**config.mk**
```make
export PLATFORM = sky130hd
export DESIGN_NAME = ewps_core
export DESIGN_NICKNAME = d
export VERILOG_FILES = /design/src/rtl/ewps_pkg.sv /design/src/rtl/ewps_protect_map.sv /design/src/rtl/ewps_core.sv
export SDC_FILE = /design/constraint.sdc
export NUM_CORES = 1
export LEC_CHECK = 0
export ABC_AREA = 1
export BUFFER_PORTS_ARGS = -buffer_cell sky130_fd_sc_hd__buf_2
export CORE_ASPECT_RATIO = 0.5
export CORE_MARGIN = 2
export CORE_UTILIZATION = 50
export CTS_BUF_LIST = sky130_fd_sc_hd__clkbuf_8
export DETAILED_ROUTE_END_ITERATION = 7
export PLACE_DENSITY = 0.7
export SKIP_LAST_GASP = 1
export SLEW_MARGIN = 0
export SYNTH_ARGS = -nofsm -noshare
export SYNTH_HDL_FRONTEND = slang
export SYNTH_SLANG_ARGS = --single-unit
```
**constraint.sdc**
```tcl
create_clock -name clk -period 3.1 [get_ports clk]
set_input_delay 0.155 -clock clk [delete_from_list [all_inputs] [get_ports clk]]
set_output_delay 0.155 -clock clk [all_outputs]
set_load 0.005 [all_outputs]
```
**src/rtl/ewps_pkg.sv**
```systemverilog
// constants for the write-protect and status block of a serial eeprom
// assumes a host spi controller in mode 0, chip select active low
// Notes on behaviour
// - no internal write unless latch is set
// - latch clears on reset, commands, guard low
// - status read answered even while busy
// - status: busy b0, latch b1, protect b3:2
// - busy reads one during internal write only
// - latch set/clear works despite status protection
// - protect bits kept, changed only by status-write
// - protect code: none, quarter, half, all
// - protected ranges per density, upper portions
// - guard low or latch clear rejects writes
// - write starts only on correctly timed deselect
// - access other than status-read during internal write is ignored
// - power-on: standby, latch clear, output off
// - inactive until first chip-select falling edge
// - latch-set 0000x110, latch-clear 0000x100, msb first
// - status-read 0000x101, status-write 0000x001
// - latch set only on deselect after eight bits
// - guard low never aborts running write
package ewps_pkg;
	localparam logic [2:0] EWPS_OP_LATCH_SET = 3'h6;
	localparam logic [2:0] EWPS_OP_LATCH_CLR = 3'h4;
	localparam logic [2:0] EWPS_OP_STAT_RD = 3'h5;
	localparam logic [2:0] EWPS_OP_STAT_WR = 3'h1;
	localparam logic [2:0] EWPS_OP_ARR_WR = 3'h2;
	localparam logic [2:0] EWPS_OP_ARR_RD = 3'h3;
	localparam int EWPS_BIT_BUSY = 0;
	localparam int EWPS_BIT_LATCH = 1;
	localparam int EWPS_BIT_PROT_LO = 2;
	localparam int EWPS_BIT_PROT_HI = 3;
	localparam logic [1:0] EWPS_PROT_RESET = 2'h0;
	localparam logic [1:0] EWPS_PROT_NONE = 2'h0;
	localparam logic [1:0] EWPS_PROT_QUARTER = 2'h1;
	localparam logic [1:0] EWPS_PROT_HALF = 2'h2;
	localparam logic [8:0] EWPS_Q_BASE_128 = 9'h060;
	localparam logic [8:0] EWPS_H_BASE_128 = 9'h040;
	localparam logic [8:0] EWPS_Q_BASE_256 = 9'h0C0;
	localparam logic [8:0] EWPS_H_BASE_256 = 9'h080;
	localparam logic [8:0] EWPS_Q_BASE_512 = 9'h180;
	localparam logic [8:0] EWPS_H_BASE_512 = 9'h100;
	localparam logic [1:0] EWPS_DENS_128 = 2'h0;
	localparam logic [1:0] EWPS_DENS_256 = 2'h1;
	localparam logic [1:0] EWPS_DENS_512 = 2'h2;
	localparam int EWPS_CLK_MHZ = 25;
	localparam int EWPS_WRITE_TIME_US = 6000;
	localparam int EWPS_WRITE_CYC = EWPS_WRITE_TIME_US * EWPS_CLK_MHZ;
	typedef enum logic [4:0] {
		EWPS_IDLE = 5'h01,
		EWPS_CMD = 5'h02,
		EWPS_ADDR = 5'h04,
		EWPS_DATA = 5'h08,
		EWPS_DONE = 5'h10
	} ewps_state_type;
endpackage

```
**src/rtl/ewps_protect_map.sv**
```systemverilog
// address protection decoder for the array write path
// assumes address and density from the same clock domain
module ewps_protect_map
	import ewps_pkg::*;
(
	input wire logic [1:0] density,
	input wire logic [1:0] protect_level,
	input wire logic [8:0] addr,
	output logic addr_protected
);
	logic [8:0] q_base;
	logic [8:0] h_base;
	assign q_base = (density == EWPS_DENS_512) ? EWPS_Q_BASE_512 :
		(density == EWPS_DENS_256) ? EWPS_Q_BASE_256 : EWPS_Q_BASE_128;
	assign h_base = (density == EWPS_DENS_512) ? EWPS_H_BASE_512 :
		(density == EWPS_DENS_256) ? EWPS_H_BASE_256 : EWPS_H_BASE_128;
	always_comb
	begin
		case (protect_level)
			EWPS_PROT_NONE: addr_protected = 1'b0;
			EWPS_PROT_QUARTER: addr_protected = (addr >= q_base);
			EWPS_PROT_HALF: addr_protected = (addr >= h_base);
			default: addr_protected = 1'b1;
		endcase
	end
endmodule // ewps_protect_map

```
**src/rtl/ewps_core.sv**
```systemverilog
// spi front end, write enable latch, status register and write timer
// assumes spi mode 0 from the host; pins are asynchronous to clk
module ewps_core
	import ewps_pkg::*;
#(
	parameter int WRITE_CYC = EWPS_WRITE_CYC
)
(
	input wire logic clk,
	input wire logic rstn,
	input wire logic [1:0] density,
	input wire logic sck,
	input wire logic cs_n,
	input wire logic si,
	input wire logic guard_n,
	output logic so,
	output logic so_oe,
	output logic write_busy_flag,
	output logic write_latch_flag,
	output logic [1:0] protect_level,
	output logic array_write_start,
	output logic [8:0] array_write_addr
);
	////////////////////////////////////////////////////////////////////
	// synchronisers
	logic [1:0] sck_s, cs_s, si_s, wg_s;
	logic sck_d;
	always_ff @(posedge clk or negedge rstn)
	begin
		if (!rstn)
		begin
			sck_s <= 2'h0;
			cs_s <= 2'h3;
			si_s <= 2'h0;
			wg_s <= 2'h0;
			sck_d <= 1'b0;
		end
		else
		begin
			sck_s <= {sck_s[0], sck};
			cs_s <= {cs_s[0], cs_n};
			si_s <= {si_s[0], si};
			wg_s <= {wg_s[0], guard_n};
			sck_d <= sck_s[1];
		end
	end
	logic cs_q_reg;
	always_ff @(posedge clk or negedge rstn)
	begin
		if (!rstn)
			cs_q_reg <= 1'b1;
		else
			cs_q_reg <= cs_s[1];
	end
	wire sel = ~cs_s[1];
	wire cs_fall = cs_q_reg & ~cs_s[1];
	wire cs_rise = ~cs_q_reg & cs_s[1];
	wire sck_rise = sel & sck_s[1] & ~sck_d;
	wire sck_fall = sel & ~sck_s[1] & sck_d;
	wire guard_hi = wg_s[1];
	////////////////////////////////////////////////////////////////////
	// frame shifter
	ewps_state_type state_reg, state_next;
	logic armed_reg;
	logic [7:0] shift_reg;
	logic [2:0] bitcnt_reg;
	logic [2:0] op_reg;
	logic [8:0] addr_reg;
	logic [7:0] data_reg;
	logic byte_end_reg;
	logic [7:0] so_sh_reg;
	logic latch_reg;
	// nonvolatile: starts from the shipped setting, untouched by rstn
	logic [1:0] prot_reg = EWPS_PROT_RESET;
	logic busy_reg;
	logic [22:0] wcnt_reg;
	logic data_seen_reg;
	wire [7:0] shift_in = {shift_reg[6:0], si_s[1]};
	wire byte_done = sck_rise & (bitcnt_reg == 3'h7);
	wire [7:0] status_byte = {4'h0, prot_reg, latch_reg, busy_reg};
	// address bits above the array size are don't care
	wire [8:0] addr_eff = (density == EWPS_DENS_512) ? addr_reg :
		(density == EWPS_DENS_256) ? {1'h0, addr_reg[7:0]} :
		{2'h0, addr_reg[6:0]};
	logic addr_prot;
	ewps_protect_map u_map (
		.density(density),
		.protect_level(prot_reg),
		.addr(addr_eff),
		.addr_protected(addr_prot)
	);
	wire write_ok = guard_hi & latch_reg;
	// deselect exactly on a byte boundary after a full byte
	wire clean_end = cs_rise & byte_end_reg & (bitcnt_reg == 3'h0);
	wire op_valid = (shift_in[7:4] == 4'h0);
	wire [2:0] op_in = shift_in[2:0];
	// state transitions; one frame is command, optional address, data
	always_comb
	begin
		state_next = state_reg;
		case (state_reg)
			EWPS_IDLE: if (sel && armed_reg) state_next = EWPS_CMD;
			EWPS_CMD:
				if (byte_done)
				begin
					if (!op_valid)
						state_next = EWPS_DONE;
					else if (op_in == EWPS_OP_ARR_WR || op_in == EWPS_OP_ARR_RD)
						state_next = EWPS_ADDR;
					else
						state_next = EWPS_DATA;
				end
			EWPS_ADDR: if (byte_done) state_next = EWPS_DATA;
			EWPS_DATA: state_next = state_reg;
			EWPS_DONE: state_next = state_reg;
			default: state_next = EWPS_IDLE;
		endcase
		if (!sel)
			state_next = EWPS_IDLE;
	end
	// stay inactive until a first chip-select fall
	always_ff @(posedge clk or negedge rstn)
	begin
		if (!rstn)
			armed_reg <= 1'b0;
		else if (cs_fall)
			armed_reg <= 1'b1;
	end
	always_ff @(posedge clk or negedge rstn)
	begin
		if (!rstn)
			state_reg <= EWPS_IDLE;
		else
			state_reg <= state_next;
	end
	// bit counter and shifter, msb first on sck rising
	always_ff @(posedge clk or negedge rstn)
	begin
		if (!rstn)
		begin
			shift_reg <= 8'h00;
			bitcnt_reg <= 3'h0;
			byte_end_reg <= 1'b0;
		end
		else if (state_reg == EWPS_IDLE)
		begin
			bitcnt_reg <= 3'h0;
			byte_end_reg <= 1'b0;
		end
		else if (sck_rise)
		begin
			shift_reg <= shift_in;
			bitcnt_reg <= bitcnt_reg + 3'h1;
			byte_end_reg <= byte_done;
		end
	end
	// capture opcode, address and last data byte
	always_ff @(posedge clk or negedge rstn)
	begin
		if (!rstn)
		begin
			op_reg <= 3'h0;
			addr_reg <= 9'h000;
			data_reg <= 8'h00;
		end
		else if (byte_done)
		begin
			if (state_reg == EWPS_CMD)
			begin
				op_reg <= op_valid ? op_in : 3'h0;
				addr_reg <= {shift_in[3], 8'h00};
			end
			else if (state_reg == EWPS_ADDR)
				addr_reg <= {addr_reg[8], shift_in};
			else if (state_reg == EWPS_DATA)
				data_reg <= shift_in;
		end
	end
	// marks a whole byte after the command; writes need one, and it
	// voids a latch set or clear sent without its own deselect
	always_ff @(posedge clk or negedge rstn)
	begin
		if (!rstn)
			data_seen_reg <= 1'b0;
		else if (state_reg == EWPS_IDLE)
			data_seen_reg <= 1'b0;
		else if (byte_done && state_reg == EWPS_DATA)
			data_seen_reg <= 1'b1;
	end
	////////////////////////////////////////////////////////////////////
	// commit on clean deselect
	wire in_data = (state_reg == EWPS_DATA);
	wire got_data = in_data & data_seen_reg
		& (op_reg == EWPS_OP_STAT_WR | op_reg == EWPS_OP_ARR_WR);
	// nothing is committed while a write runs
	wire commit = clean_end & ~busy_reg;
	// latch set only on deselect after the command byte alone
	wire cmd_alone = in_data & ~data_seen_reg;
	wire do_set = commit & cmd_alone & (op_reg == EWPS_OP_LATCH_SET);
	wire do_clr = commit & cmd_alone & (op_reg == EWPS_OP_LATCH_CLR);
	// writes need latch and guard high
	wire do_swr = commit & got_data & (op_reg == EWPS_OP_STAT_WR) & write_ok;
	wire do_awr = commit & got_data & (op_reg == EWPS_OP_ARR_WR) & write_ok
		& ~addr_prot;
	// latch clearing events; guard low wins
	always_ff @(posedge clk or negedge rstn)
	begin
		if (!rstn)
			latch_reg <= 1'b0;
		else if (!guard_hi || do_clr || do_swr || do_awr)
			latch_reg <= 1'b0;
		else if (do_set)
			latch_reg <= 1'b1;
	end
	// protect bits change only by status-write
	// no reset: as nonvolatile bits they must survive a power cycle
	always_ff @(posedge clk)
	begin
		if (do_swr)
			prot_reg <= data_reg[EWPS_BIT_PROT_HI:EWPS_BIT_PROT_LO];
	end
	// busy timer, guard pin has no say once started
	always_ff @(posedge clk or negedge rstn)
	begin
		if (!rstn)
		begin
			busy_reg <= 1'b0;
			wcnt_reg <= 23'h000000;
		end
		else if (do_swr || do_awr)
		begin
			busy_reg <= 1'b1;
			wcnt_reg <= 23'(WRITE_CYC - 1);
		end
		else if (busy_reg)
		begin
			if (wcnt_reg == 23'h000000)
				busy_reg <= 1'b0;
			else
				wcnt_reg <= wcnt_reg - 23'h000001;
		end
	end
	// status read served any time; shifted out on sck falling
	wire rd_load = byte_done & (state_reg == EWPS_CMD) & op_valid
		& (op_in == EWPS_OP_STAT_RD);
	wire rd_active = in_data & (op_reg == EWPS_OP_STAT_RD);
	always_ff @(posedge clk or negedge rstn)
	begin
		if (!rstn)
			so_sh_reg <= 8'h00;
		else if (rd_load)
			so_sh_reg <= status_byte;
		else if (rd_active && sck_fall)
			so_sh_reg <= (bitcnt_reg == 3'h0) ? status_byte
				: {so_sh_reg[6:0], 1'b0};
	end
	// output released outside a status read
	logic so_oe_reg;
	always_ff @(posedge clk or negedge rstn)
	begin
		if (!rstn)
			so_oe_reg <= 1'b0;
		else
			so_oe_reg <= rd_active & sel;
	end
	assign so = so_sh_reg[7];
	assign so_oe = so_oe_reg;
	assign write_busy_flag = status_byte[EWPS_BIT_BUSY];
	assign write_latch_flag = status_byte[EWPS_BIT_LATCH];
	assign protect_level = prot_reg;
	// array write handoff pulse
	logic awr_reg;
	always_ff @(posedge clk or negedge rstn)
	begin
		if (!rstn)
			awr_reg <= 1'b0;
		else
			awr_reg <= do_awr;
	end
	assign array_write_start = awr_reg;
	assign array_write_addr = addr_reg;
endmodule // ewps_core

```
After elaboration in Yosys (flattened, before gate mapping). Cells that the tools add are included.

Output and inout port bits: 16. Bits of input ports: 8. Logic and storage cells: 149. Bits in registers: 81.

Reductions and logical operators: 26. Mux-type cells: 34. Bitwise gates (word level): 39. $add $sub $neg: 2. Magnitude comparators: 2. Equal/unequal tests: 23.

Operator list (count): 23-bit two-way mux (3); 8-bit two-way mux (7); 9-bit two-way mux (4); 1-bit AND (28); 5-bit two-way mux (5); 23-bit logical NOT (1); 23-bit by 1-bit subtractor with 23-bit output (second input constant) (1); 5-bit case mux with 4 select lines (1); 9-bit >= comparator (2); 3-bit equality test (second input constant) (5); 2-bit nonzero test (6); 1-bit NOT (10); 3-bit by 2-bit equality test with 1-bit output (second input constant) (3); 1-bit two-way mux (9); 3-bit two-way mux (3); 3-bit != test (second input constant) (3); 2-bit AND reduction (4); 4-bit AND reduction (2); 5-bit by 1-bit equality test with 1-bit output (second input constant) (1); 5-bit by 2-bit equality test with 1-bit output (second input constant) (1); 5-bit by 3-bit equality test with 1-bit output (second input constant) (1); 5-bit by 4-bit equality test with 1-bit output (second input constant) (1); 5-bit equality test (second input constant) (1); 1-bit logical OR (5); other kinds (15) (19).

Logic depth before layout (Yosys ltp). Gate-level depths: netlist (run 1).

Word-level depth: 12. Depth in mapped cells: 14. Depth with buffers taken out: 13.

Modules after synthesis. Synthesis (run 1) repeated with hierarchy kept, for this count alone.

Cell total of the unflattened synthesis: 548. Area total of the unflattened synthesis: 4362.9 um2.

Modules (own cells, without submodules): ewps_core (cells an instance 506, area an instance 4146.5 um2, seq. area each 1991.9 um2, instances 1); ewps_protect_map (cells an instance 42, area an instance 216.5 um2, seq. area each 0.0 um2, instances 1).

Least setup slack after synthesis (run 1). OpenSTA, ideal clock, no wires.

Path type: reg2reg. Start: register bitcnt_reg[0]. End: register prot_reg[0], in the netlist protect_level[0], enable pin. Arrival time: 1.478 ns. Slack: 1.325 ns. Cell stages (with the launch flop): 12. Setup time: 0.296 ns. Buffers on the path: 1. Required time: 2.804 ns. Clock period less this slack: 1.775 ns. Cells stage by stage: dfrtp_1 inv_1 ha_1 inv_1 nor2_1 nand2_1 nor2_1 nand3_1 inv_1 nand3_1 clkbuf_1 inv_1.

Word-level cells in the longest chain between the ends: 6.

RTL lines: start, declared (line ewps_core.sv:66) `logic [2:0] bitcnt_reg;`; start signal, assigned (line ewps_core.sv:153) `bitcnt_reg <= bitcnt_reg + 3'h1;`; 3-bit logical NOT (line ewps_core.sv:94) `wire clean_end = cs_rise & byte_end_reg & (bitcnt_reg == 3'h0);`; 1-bit AND (line ewps_core.sv:94); 1-bit AND (line ewps_core.sv:196) `wire commit = clean_end & ~busy_reg;`; 1-bit AND (3 in a row) (line ewps_core.sv:202) `wire do_swr = commit & got_data & (op_reg == EWPS_OP_STAT_WR) & write_ok;`; net do_swr (line ewps_core.sv:202); end signal, assigned (line ewps_core.sv:220) `prot_reg <= data_reg[EWPS_BIT_PROT_HI:EWPS_BIT_PROT_LO];`; end, declared (line ewps_core.sv:74) `logic [1:0] prot_reg = EWPS_PROT_RESET;`.

The timed path passes the listed nets, and every way through them passes these cells. A chain may end at the register's enable or synchronous reset.

Final worst setup path (run 1).
Start: register bitcnt_reg[0]. End: register wcnt_reg[16].

Word-level cells in the longest chain between the ends: 10. Elaborated cells between the ends (all ways): 14. Those cells by class: 1 x eq/ne; 1 x mux; 8 x bitwise; 4 x reduce/logical.

RTL lines: 3-bit logical NOT * (line ewps_core.sv:94); 1-bit AND * (line ewps_core.sv:94); 1-bit AND * (line ewps_core.sv:196); 1-bit AND * (line ewps_core.sv:202, ewps_core.sv:203); 1-bit AND (2 in a row) (line ewps_core.sv:203) `wire do_awr = commit & got_data & (op_reg == EWPS_OP_ARR_WR) & write_ok`; 1-bit AND (line ewps_core.sv:204) `& ~addr_prot;`; 1-bit logical OR * (line ewps_core.sv:230) `else if (do_swr || do_awr)`; 2-bit != test (no line) / 2-bit nonzero test (equally long branches); 2-bit AND reduction (no line); end signal, assigned (line ewps_core.sv:233) `wcnt_reg <= 23'(WRITE_CYC - 1);`; end signal, assigned (line ewps_core.sv:240) `wcnt_reg <= wcnt_reg - 23'h000001;`; end, declared (line ewps_core.sv:76) `logic [22:0] wcnt_reg;`.

Mark *: on every way between the ends. The rest lies on a longest branch, timed or not.

==> impl_summary.txt, run 1 <==
----------------------------------------------------
[Yosys]
  Synth warnings ... 0
  Mean post-synth cell area ... 7.76 µm²
  Top cells by count, synth ... sky130_fd_sc_hd__nand2_1, sky130_fd_sc_hd__dfrtp_1, sky130_fd_sc_hd__nand3_1, sky130_fd_sc_hd__inv_1, sky130_fd_sc_hd__nor2_1
  Count of different cell masters after synthesis ... 36
  Number of flip-flops and latches in the synthesized netlist ... 79
  Cell count after synthesis ... 532
  Most frequently used cell type in the post-synthesis netlist ... sky130_fd_sc_hd__nand2_1
  Area share of the largest cell type after synthesis ... 44.2%
  Count of flip-flops with a built-in enable after synthesis ... 2
  Sequential area share after synthesis ... 48.2%
  Syn Nets ... 549
  Async set-or-reset flop fraction in the synthesized netlist ... 97.5%
  Cell accounting for the most synthesized area ... sky130_fd_sc_hd__dfrtp_1
  Top area cells in the synthesized netlist ... sky130_fd_sc_hd__dfrtp_1, sky130_fd_sc_hd__nand2_1, sky130_fd_sc_hd__nand3_1
  Main flop type after synthesis ... sky130_fd_sc_hd__dfrtp_1
  Post-synthesis instance area ... 4130 µm²

[Clock tree]
  Post-CTS Setup Repair Bufs ... 0
  TritonCTS buffer count ... 9
  Resized cells post-CTS ... 0
  H-tree depth ... 3
  Number of clock sinks ... 79
  CTS Root Cell ... sky130_fd_sc_hd__clkbuf_8
  Worst-case clock buffer depth ... 2
  Hold bufs inserted after CTS ... 5
  Clock-pin slew on the worst setup and hold paths ... 0.08 ns
  CTS tree ... built
  Latest clock arrival within the worst-skew pair ... 0.36 ns

[Hold path]
  Beginning of the worst hold path ... sck_s[0]$_DFF_PN0_
  Path category of the worst min-delay check ... register to register

[Global routing]
  Global-route total usage across every layer ... 20.2%
  Antenna violations before repair ... 0
  Aggregate global routing overflow ... 0
  Number of global-route vias before repair ... 3,076
  Maximum number of pins on one net before global-route repair ... 78
  First-pass GRT wire length ... 14.2 mm

[Layout]
  Number of fill cells ... 750
  Total area of multi-input combinational cells ... 1810 µm²
  Share of final-layout standard cells stronger than drive strength 1 ... 10.6%
  Final cell utilization of the core ... 57.7%
  Number of nets in the final layout ... 580
  Post-route design area ... 4620 µm²
  Number of inserted diodes ... 0
  Max FFs per register ... 23
  Area growth syn-to-layout ... 11.8%
  Flip-flop and latch area ... 1990 µm²

[Drt]
  Total length of routed wires ... 8.18 mm
  Routed wire per std cell ... 12.0 µm
  Total met2 wirelength after detailed routing ... 3.73 mm
  DRT met1 WL ... 4.16 mm
  Topmost layer with routed signal wires ... met4
  First-iteration detailed-routing DRC count ... 213
  Count of TritonRoute iterations in the first routing pass ... 4
  DRC viols ... 0
  Met3 wirelength from detailed routing ... 233 µm
  Detail-routed via count per cell ... 4.91
  Final ANT Viol Nets ... 0
  Detailed-route via count ... 3,341

[Timing]
  PnR worst setup slack ... 0.890 ns
  Final Hold Violating Endpoints ... 0
  Final Setup Violations ... 0
  Final-report max-slew violation count ... 0
  Crit path time final ... 2.21 ns
  Setup repair after global routing missed its margin ... no
  Portion of the clock cycle consumed by the worst path in the final layout ... 71.3%
  WHS ... 0.353 ns
  Setup_tns ... 0 ns
  Worst Max-Slew Pin Slew ... 0.947 ns
  Relative slew slack ... 36.8%
  Worst clock skew ... 0.00944 ns
  Upper clock frequency limit ... 452 MHz

[Placed design]
  Standard cell area after detailed placement ... 4350 µm²
  Estimated wirelength of the detail-placed design ... 5.58 mm
  Post-place setup slack ... 0.824 ns
  Global placement routability congestion ... 0.872
  Port Buffers ... 23

[Setup path]
  Setup CP Type ... register to register
  Required time of the critical path ... 3.32 ns
  Startpoint Class ... register
  Kind of end point of the critical path ... register
  Data arrival, critical path ... 2.43 ns
  Critical path launch point ... bitcnt_reg[0]$_DFFE_PN0P_
  Crit path max fanout ... 14
  Source of the worst register-to-register timing path ... bitcnt_reg[0]$_DFFE_PN0P_

[Floorplanning]
  Placeable core region ... 8000 µm²
  Number of I/O pins ... 24
  Die area ... 9040 µm²
  Vertical die dimension ... 68.3 µm
  Chip Width ... 133 µm
  Initial core utilization ... 51.6%
  Placement row count ... 23

[Power and ir drop]
  Power per cell area ... 512 nW/µm²
  VDD IR max ... 0.000347 V
  Cell leakage power ... 0.00238 µW

[Flow run]
  Max Cap Violations ... 0

[Status]
  Result of the run ... complete, no violations

----------------------------------------------------
final cells by class:
class | count | area share [%]
Clock buffer | 9 | 2.68
Clock inverter | 7 | 2.09
Multi-Input combinational cell | 372 | 39.1
Timing Repair Buffer | 32 | 4.28
Inverter | 69 | 5.64
Sequential cell | 79 | 43.2
Tap cell | 112 | 3.04
cells in the final DEF, fill, tap and decap left out, types with 2 or more instances in the layout:
cell / count
sky130_fd_sc_hd__xor2_1: 3
sky130_fd_sc_hd__clkinv_2: 2
sky130_fd_sc_hd__bufinv_16: 2
sky130_fd_sc_hd__nor3_4: 2
sky130_fd_sc_hd__edfxtp_1: 2
sky130_fd_sc_hd__o21ai_1: 2
sky130_fd_sc_hd__o22ai_1: 3
sky130_fd_sc_hd__nand2_1: 142
sky130_fd_sc_hd__o21ai_0: 32
sky130_fd_sc_hd__buf_4: 5
sky130_fd_sc_hd__o21bai_1: 5
sky130_fd_sc_hd__clkbuf_8: 9
sky130_fd_sc_hd__nor3_1: 5
sky130_fd_sc_hd__dfstp_2: 4
sky130_fd_sc_hd__dlygate4sd3_1: 5
sky130_fd_sc_hd__buf_2: 22
sky130_fd_sc_hd__nor2_2: 3
sky130_fd_sc_hd__clkinv_1: 2
sky130_fd_sc_hd__nand4_1: 8
sky130_fd_sc_hd__nor2_1: 63
sky130_fd_sc_hd__nand3_1: 72
sky130_fd_sc_hd__dfrtp_1: 73
sky130_fd_sc_hd__nand3b_1: 7
sky130_fd_sc_hd__nand2_4: 3
sky130_fd_sc_hd__inv_1: 65
sky130_fd_sc_hd__ha_1: 9
sky130_fd_sc_hd__inv_2: 2
sky130_fd_sc_hd__nor4_1: 2
sky130_fd_sc_hd__a21oi_1: 3
layer usage:
metal	vias to the layer above	track usage (%)
li1	1771	-
met2	38	34.0
met3	5	5.19
met1	1527	25.8
met5	-	0
met4	0	7.66
where the power goes:
| group | internal [µW] | leakage (µW) | switching (µW) |
|---|---|---|---|
| sequential | 1110 | 0.000998 | 66.0 |
| combinational | 96.4 | 0.00127 | 248 |
| clock | 456 | 0.000109 | 389 |
stage by stage:
stage	total power, µW	std cells
final	2360	680
after global routing	2500	680
after global placement	1530	659
after floorplan	1430	532
after CTS	2390	680
after detailed placement	1540	659
worst max-delay path, stage by stage, from the launching register on:
cell                      delay [ns]
sky130_fd_sc_hd__dfrtp_1        0.42
sky130_fd_sc_hd__inv_1          0.07
sky130_fd_sc_hd__ha_1           0.13
sky130_fd_sc_hd__inv_1          0.03
sky130_fd_sc_hd__nor2_1         0.18
sky130_fd_sc_hd__nand2_1        0.07
sky130_fd_sc_hd__nor2_1         0.12
sky130_fd_sc_hd__nand3_1        0.11
sky130_fd_sc_hd__nor2_1         0.14
sky130_fd_sc_hd__nand4_1        0.10
sky130_fd_sc_hd__buf_4          0.20
sky130_fd_sc_hd__nand2_1        0.41
sky130_fd_sc_hd__nor2_1         0.09
final timing paths:
kind,to,slack (ns),depth (start not counted)
min in group asynchronous,array_write_addr[3]$_DFFE_PN0P_,0.48,2
max in group asynchronous,so_sh_reg[7]$_DFFE_PN0P_,2.00,2
min reg2reg,sck_s[1]$_DFF_PN0_,0.35,0
max,wcnt_reg[16]$_DFFE_PN0P_,0.89,12
min,sck_s[1]$_DFF_PN0_,0.35,0
max reg2reg,wcnt_reg[16]$_DFFE_PN0P_,0.89,12
logic make-up after synthesis:
family | synth area share [%]
adder cells (fa/ha/maj) | 2.73
flip-flops | 48.2
buffers and inverters | 8.03
AND/OR/NAND/NOR | 33.8
AO/OA/AOI/OAI | 6.39
XOR/XNOR | 0.849
(Power assumes the default switching activity.)
==> run 2, diff against run 1 <==
Settings changed: PLACE_DENSITY 0.7 to 0.73.
Clock period 3.1 ns to 2 ns, I/O delays scaled along.
==> run 2 against run 1 <==
  * Via count up 2.5%
  * First-iteration DRC count up 12%
  * Sequential cell count unchanged
  * Maximum frequency up 23%
  * Critical path type unchanged
  * Clock skew up 0.00074 ns
==> impl_summary.txt, run 2 (same netlist as run 1, synthesis figures left out) <==
----------------------------------------------------
[Status]
  Result of the run ... complete, no violations

[Layout]
  Area growth syn-to-layout ... 12.8%
  Max FFs per register ... 23 (unchanged)
  Post-route design area ... 4660 µm² (+0.95%)
  Most used cells in the layout excluding fill and tap cells ... sky130_fd_sc_hd__nand2_1, sky130_fd_sc_hd__dfrtp_1, sky130_fd_sc_hd__nand3_1, sky130_fd_sc_hd__inv_1, sky130_fd_sc_hd__nor2_1
  Share of final-layout standard cells stronger than drive strength 1 ... 12.1% (+1.5 points)
  Number of inserted diodes ... 0 (unchanged)
  Filler-free cell count of the finished design ... 690 (+1.5%)
  Number of nets in the final layout ... 590 (+1.7%)
  Most frequent standard cell in the layout excluding fill and tap cells ... sky130_fd_sc_hd__nand2_1

[Setup path]
  Startpoint Class ... register
  Setup CP Type ... register to register
  Internal reg-to-reg setup slack ... 0.20 ns (-0.69 ns)
  Cell occurring most often along the worst timing path ... sky130_fd_sc_hd__nand3_1
  Cells along the critical path ... inv_1 > ha_1 > nand3_1 > nor2_4 > nand3_1 > nand2_1 > buf_12 > o21ai_0 > nand3b_1
  Data arrival, critical path ... 2.03 ns (-0.40 ns)
  Crit path max fanout ... 20 (+6)
  Library cell contributing the largest single delay on the critical path ... sky130_fd_sc_hd__dfrtp_1
  Kind of end point of the critical path ... register
  Required time of the critical path ... 2.24 ns (-1.08 ns)
  Delay contributed by the slowest stage of the critical path ... 0.39 ns (-0.03 ns)

[Timing]
  Final-report max-slew violation count ... 0 (unchanged)
  Portion of the clock cycle consumed by the worst path in the final layout ... 89.9% (+19 points)
  Setup_tns ... 0 ns (unchanged)
  Worst clock skew ... 0.0102 ns (+0.000743 ns)
  Final Hold Violating Endpoints ... 0 (unchanged)
  Crit path time final ... 1.80 ns (-0.412 ns)
  Final Setup Violations ... 0 (unchanged)
  Upper clock frequency limit ... 556 MHz (+23%)
  Relative slew slack ... 63.9% (+27 points)
  Worst Max-Slew Pin Slew ... 0.541 ns (-0.406 ns)
  Setup repair after global routing missed its margin ... no

[Floorplanning]
  Number of I/O pins ... 24 (unchanged)
  Placement row count ... 23 (unchanged)
  Placeable core region ... 8000 µm² (unchanged)
  Chip Width ... 133 µm (unchanged)
  Initial core utilization ... 51.6% (unchanged)
  Vertical die dimension ... 68.3 µm (unchanged)
  Die area ... 9040 µm² (unchanged)

[Global routing]
  First-pass GRT wire length ... 14.3 mm (+0.73%)
  Maximum number of pins on one net before global-route repair ... 42 (-46%)
  Global-route total usage across every layer ... 20.2% (about the same)
  Aggregate global routing overflow ... 0 (unchanged)
  Number of global-route vias before repair ... 3,219 (+4.6%)
  Antenna violations before repair ... 0 (unchanged)

[Power and ir drop]
  Cell leakage power ... 0.00241 µW (+1.5%)
  VDD IR max ... 0.000509 V (+47%)
  Power per cell area ... 732 nW/µm² (+43%)

[Clock tree]
  Worst-case clock buffer depth ... 2 (unchanged)
  Clock-pin slew on the worst setup and hold paths ... 0.08 ns (about the same)
  Post-CTS Setup Repair Bufs ... 0 (unchanged)
  Number of clock sinks ... 79 (unchanged)
  CTS Root Cell ... sky130_fd_sc_hd__clkbuf_8
  Latest clock arrival within the worst-skew pair ... 0.36 ns (about the same)
  CTS tree ... built
  H-tree depth ... 3 (unchanged)
  TritonCTS buffer count ... 9 (unchanged)

[Drt]
  Count of TritonRoute iterations in the first routing pass ... 5 (+1)
  DRC viols ... 0 (unchanged)
  Routed wire per std cell ... 12.2 µm (+1.1%)
  Detailed-route via count ... 3,425 (+2.5%)
  Total length of routed wires ... 8.39 mm (+2.6%)
  Final ANT Viol Nets ... 0 (unchanged)
  Detail-routed via count per cell ... 4.96 (+1.0%)
  First-iteration detailed-routing DRC count ... 238 (+12%)

[Placed design]
  Post-Place Cells ... 669 (+1.5%)
  Global placement routability congestion ... 0.856 (-1.9%)
  Port Buffers ... 23 (unchanged)
  Estimated wirelength of the detail-placed design ... 6.08 mm (+9.0%)
  Standard cell area after detailed placement ... 4430 µm² (+2.0%)

[Flow run]
  Max Cap Violations ... 0 (unchanged)

[Hold path]
  Path category of the worst min-delay check ... input pin to asynchronous set/reset pin

----------------------------------------------------
## run 2: path summary, 6_finish.rpt
| path | startpoint | end | depth (start not counted) |
|---|---|---|---|
| setup / recovery | wcnt_reg[0]$_DFFE_PN0P_ | wcnt_reg[8]$_DFFE_PN0P_ | 9 |
| hold / removal | rstn | shift_reg[4]$_DFFE_PN0P_ | 2 |
| setup reg to reg | wcnt_reg[0]$_DFFE_PN0P_ | wcnt_reg[8]$_DFFE_PN0P_ | 9 |
| hold reg to reg | wg_s[0]$_DFF_PN0_ | wg_s[1]$_DFF_PN0_ | 0 |
| max in group asynchronous | rstn | wcnt_reg[4]$_DFFE_PN0P_ | 3 |
| min in group clk | wg_s[0]$_DFF_PN0_ | wg_s[1]$_DFF_PN0_ | 0 |
## run 2: power breakdown
group | leakage [µW] | internal (µW) | switching [µW]
combinational | 0.00132 | 168 | 393
clock | 0.0000916 | 441 | 587
sequential | 0.000998 | 1720 | 105
## run 2: routing by layer
metal	vias up	routed length, µm	track usage [%]	share of wire [%]
met3	12	280	5.33	3.3
met4	0	145	7.80	1.7
met5	-	0	0	0
met1	1576	4140	25.1	49
met2	51	3830	34.8	46
li1	1786	-	-	-
## run 2: what timing repair did
item / in CTS / in global routing
hold buffers: 5 / 0
setup endpoints to repair: 0 / 15
resized for setup: 0 / 4
endpoints found under the hold margin: 42 / 0
## run 2: layout make-up
| cell class | instances | area (µm²) |
|---|---|---|
| clock buffers | 9 | 124 |
| clock inverters | 7 | 42.5 |
| fillers | 758 | 3340 |
| inverters | 69 | 263 |
| well taps | 112 | 140 |
| repair buffers | 42 | 285 |
| multi-input cells | 372 | 1810 |
| flip-flops and latches | 79 | 1990 |
## run 2: worst max-delay path: cells and delay by family, from the launching register on
| family | cells | cell delay, ns |
|---|---|---|
| buf+inv | 2 | 0.26 |
| compound gates | 1 | 0.09 |
| flops | 1 | 0.39 |
| fa+ha+maj | 1 | 0.20 |
| simple gates | 5 | 0.74 |
## run 2: through the flow
step,power (µW),hold WS (ns),util (%),setup WS [ns]
5_1_grt,3610,0.291,58.2,0.000598
2_1_floorplan,2220,-0.196,-,0.225
6_report,3410,0.252,58.2,0.202
3_3_place_gp,2390,0.116,55.4,0.209
4_1_cts,3450,0.265,58.1,0.134
3_5_place_dp,2410,0.122,55.4,0.150
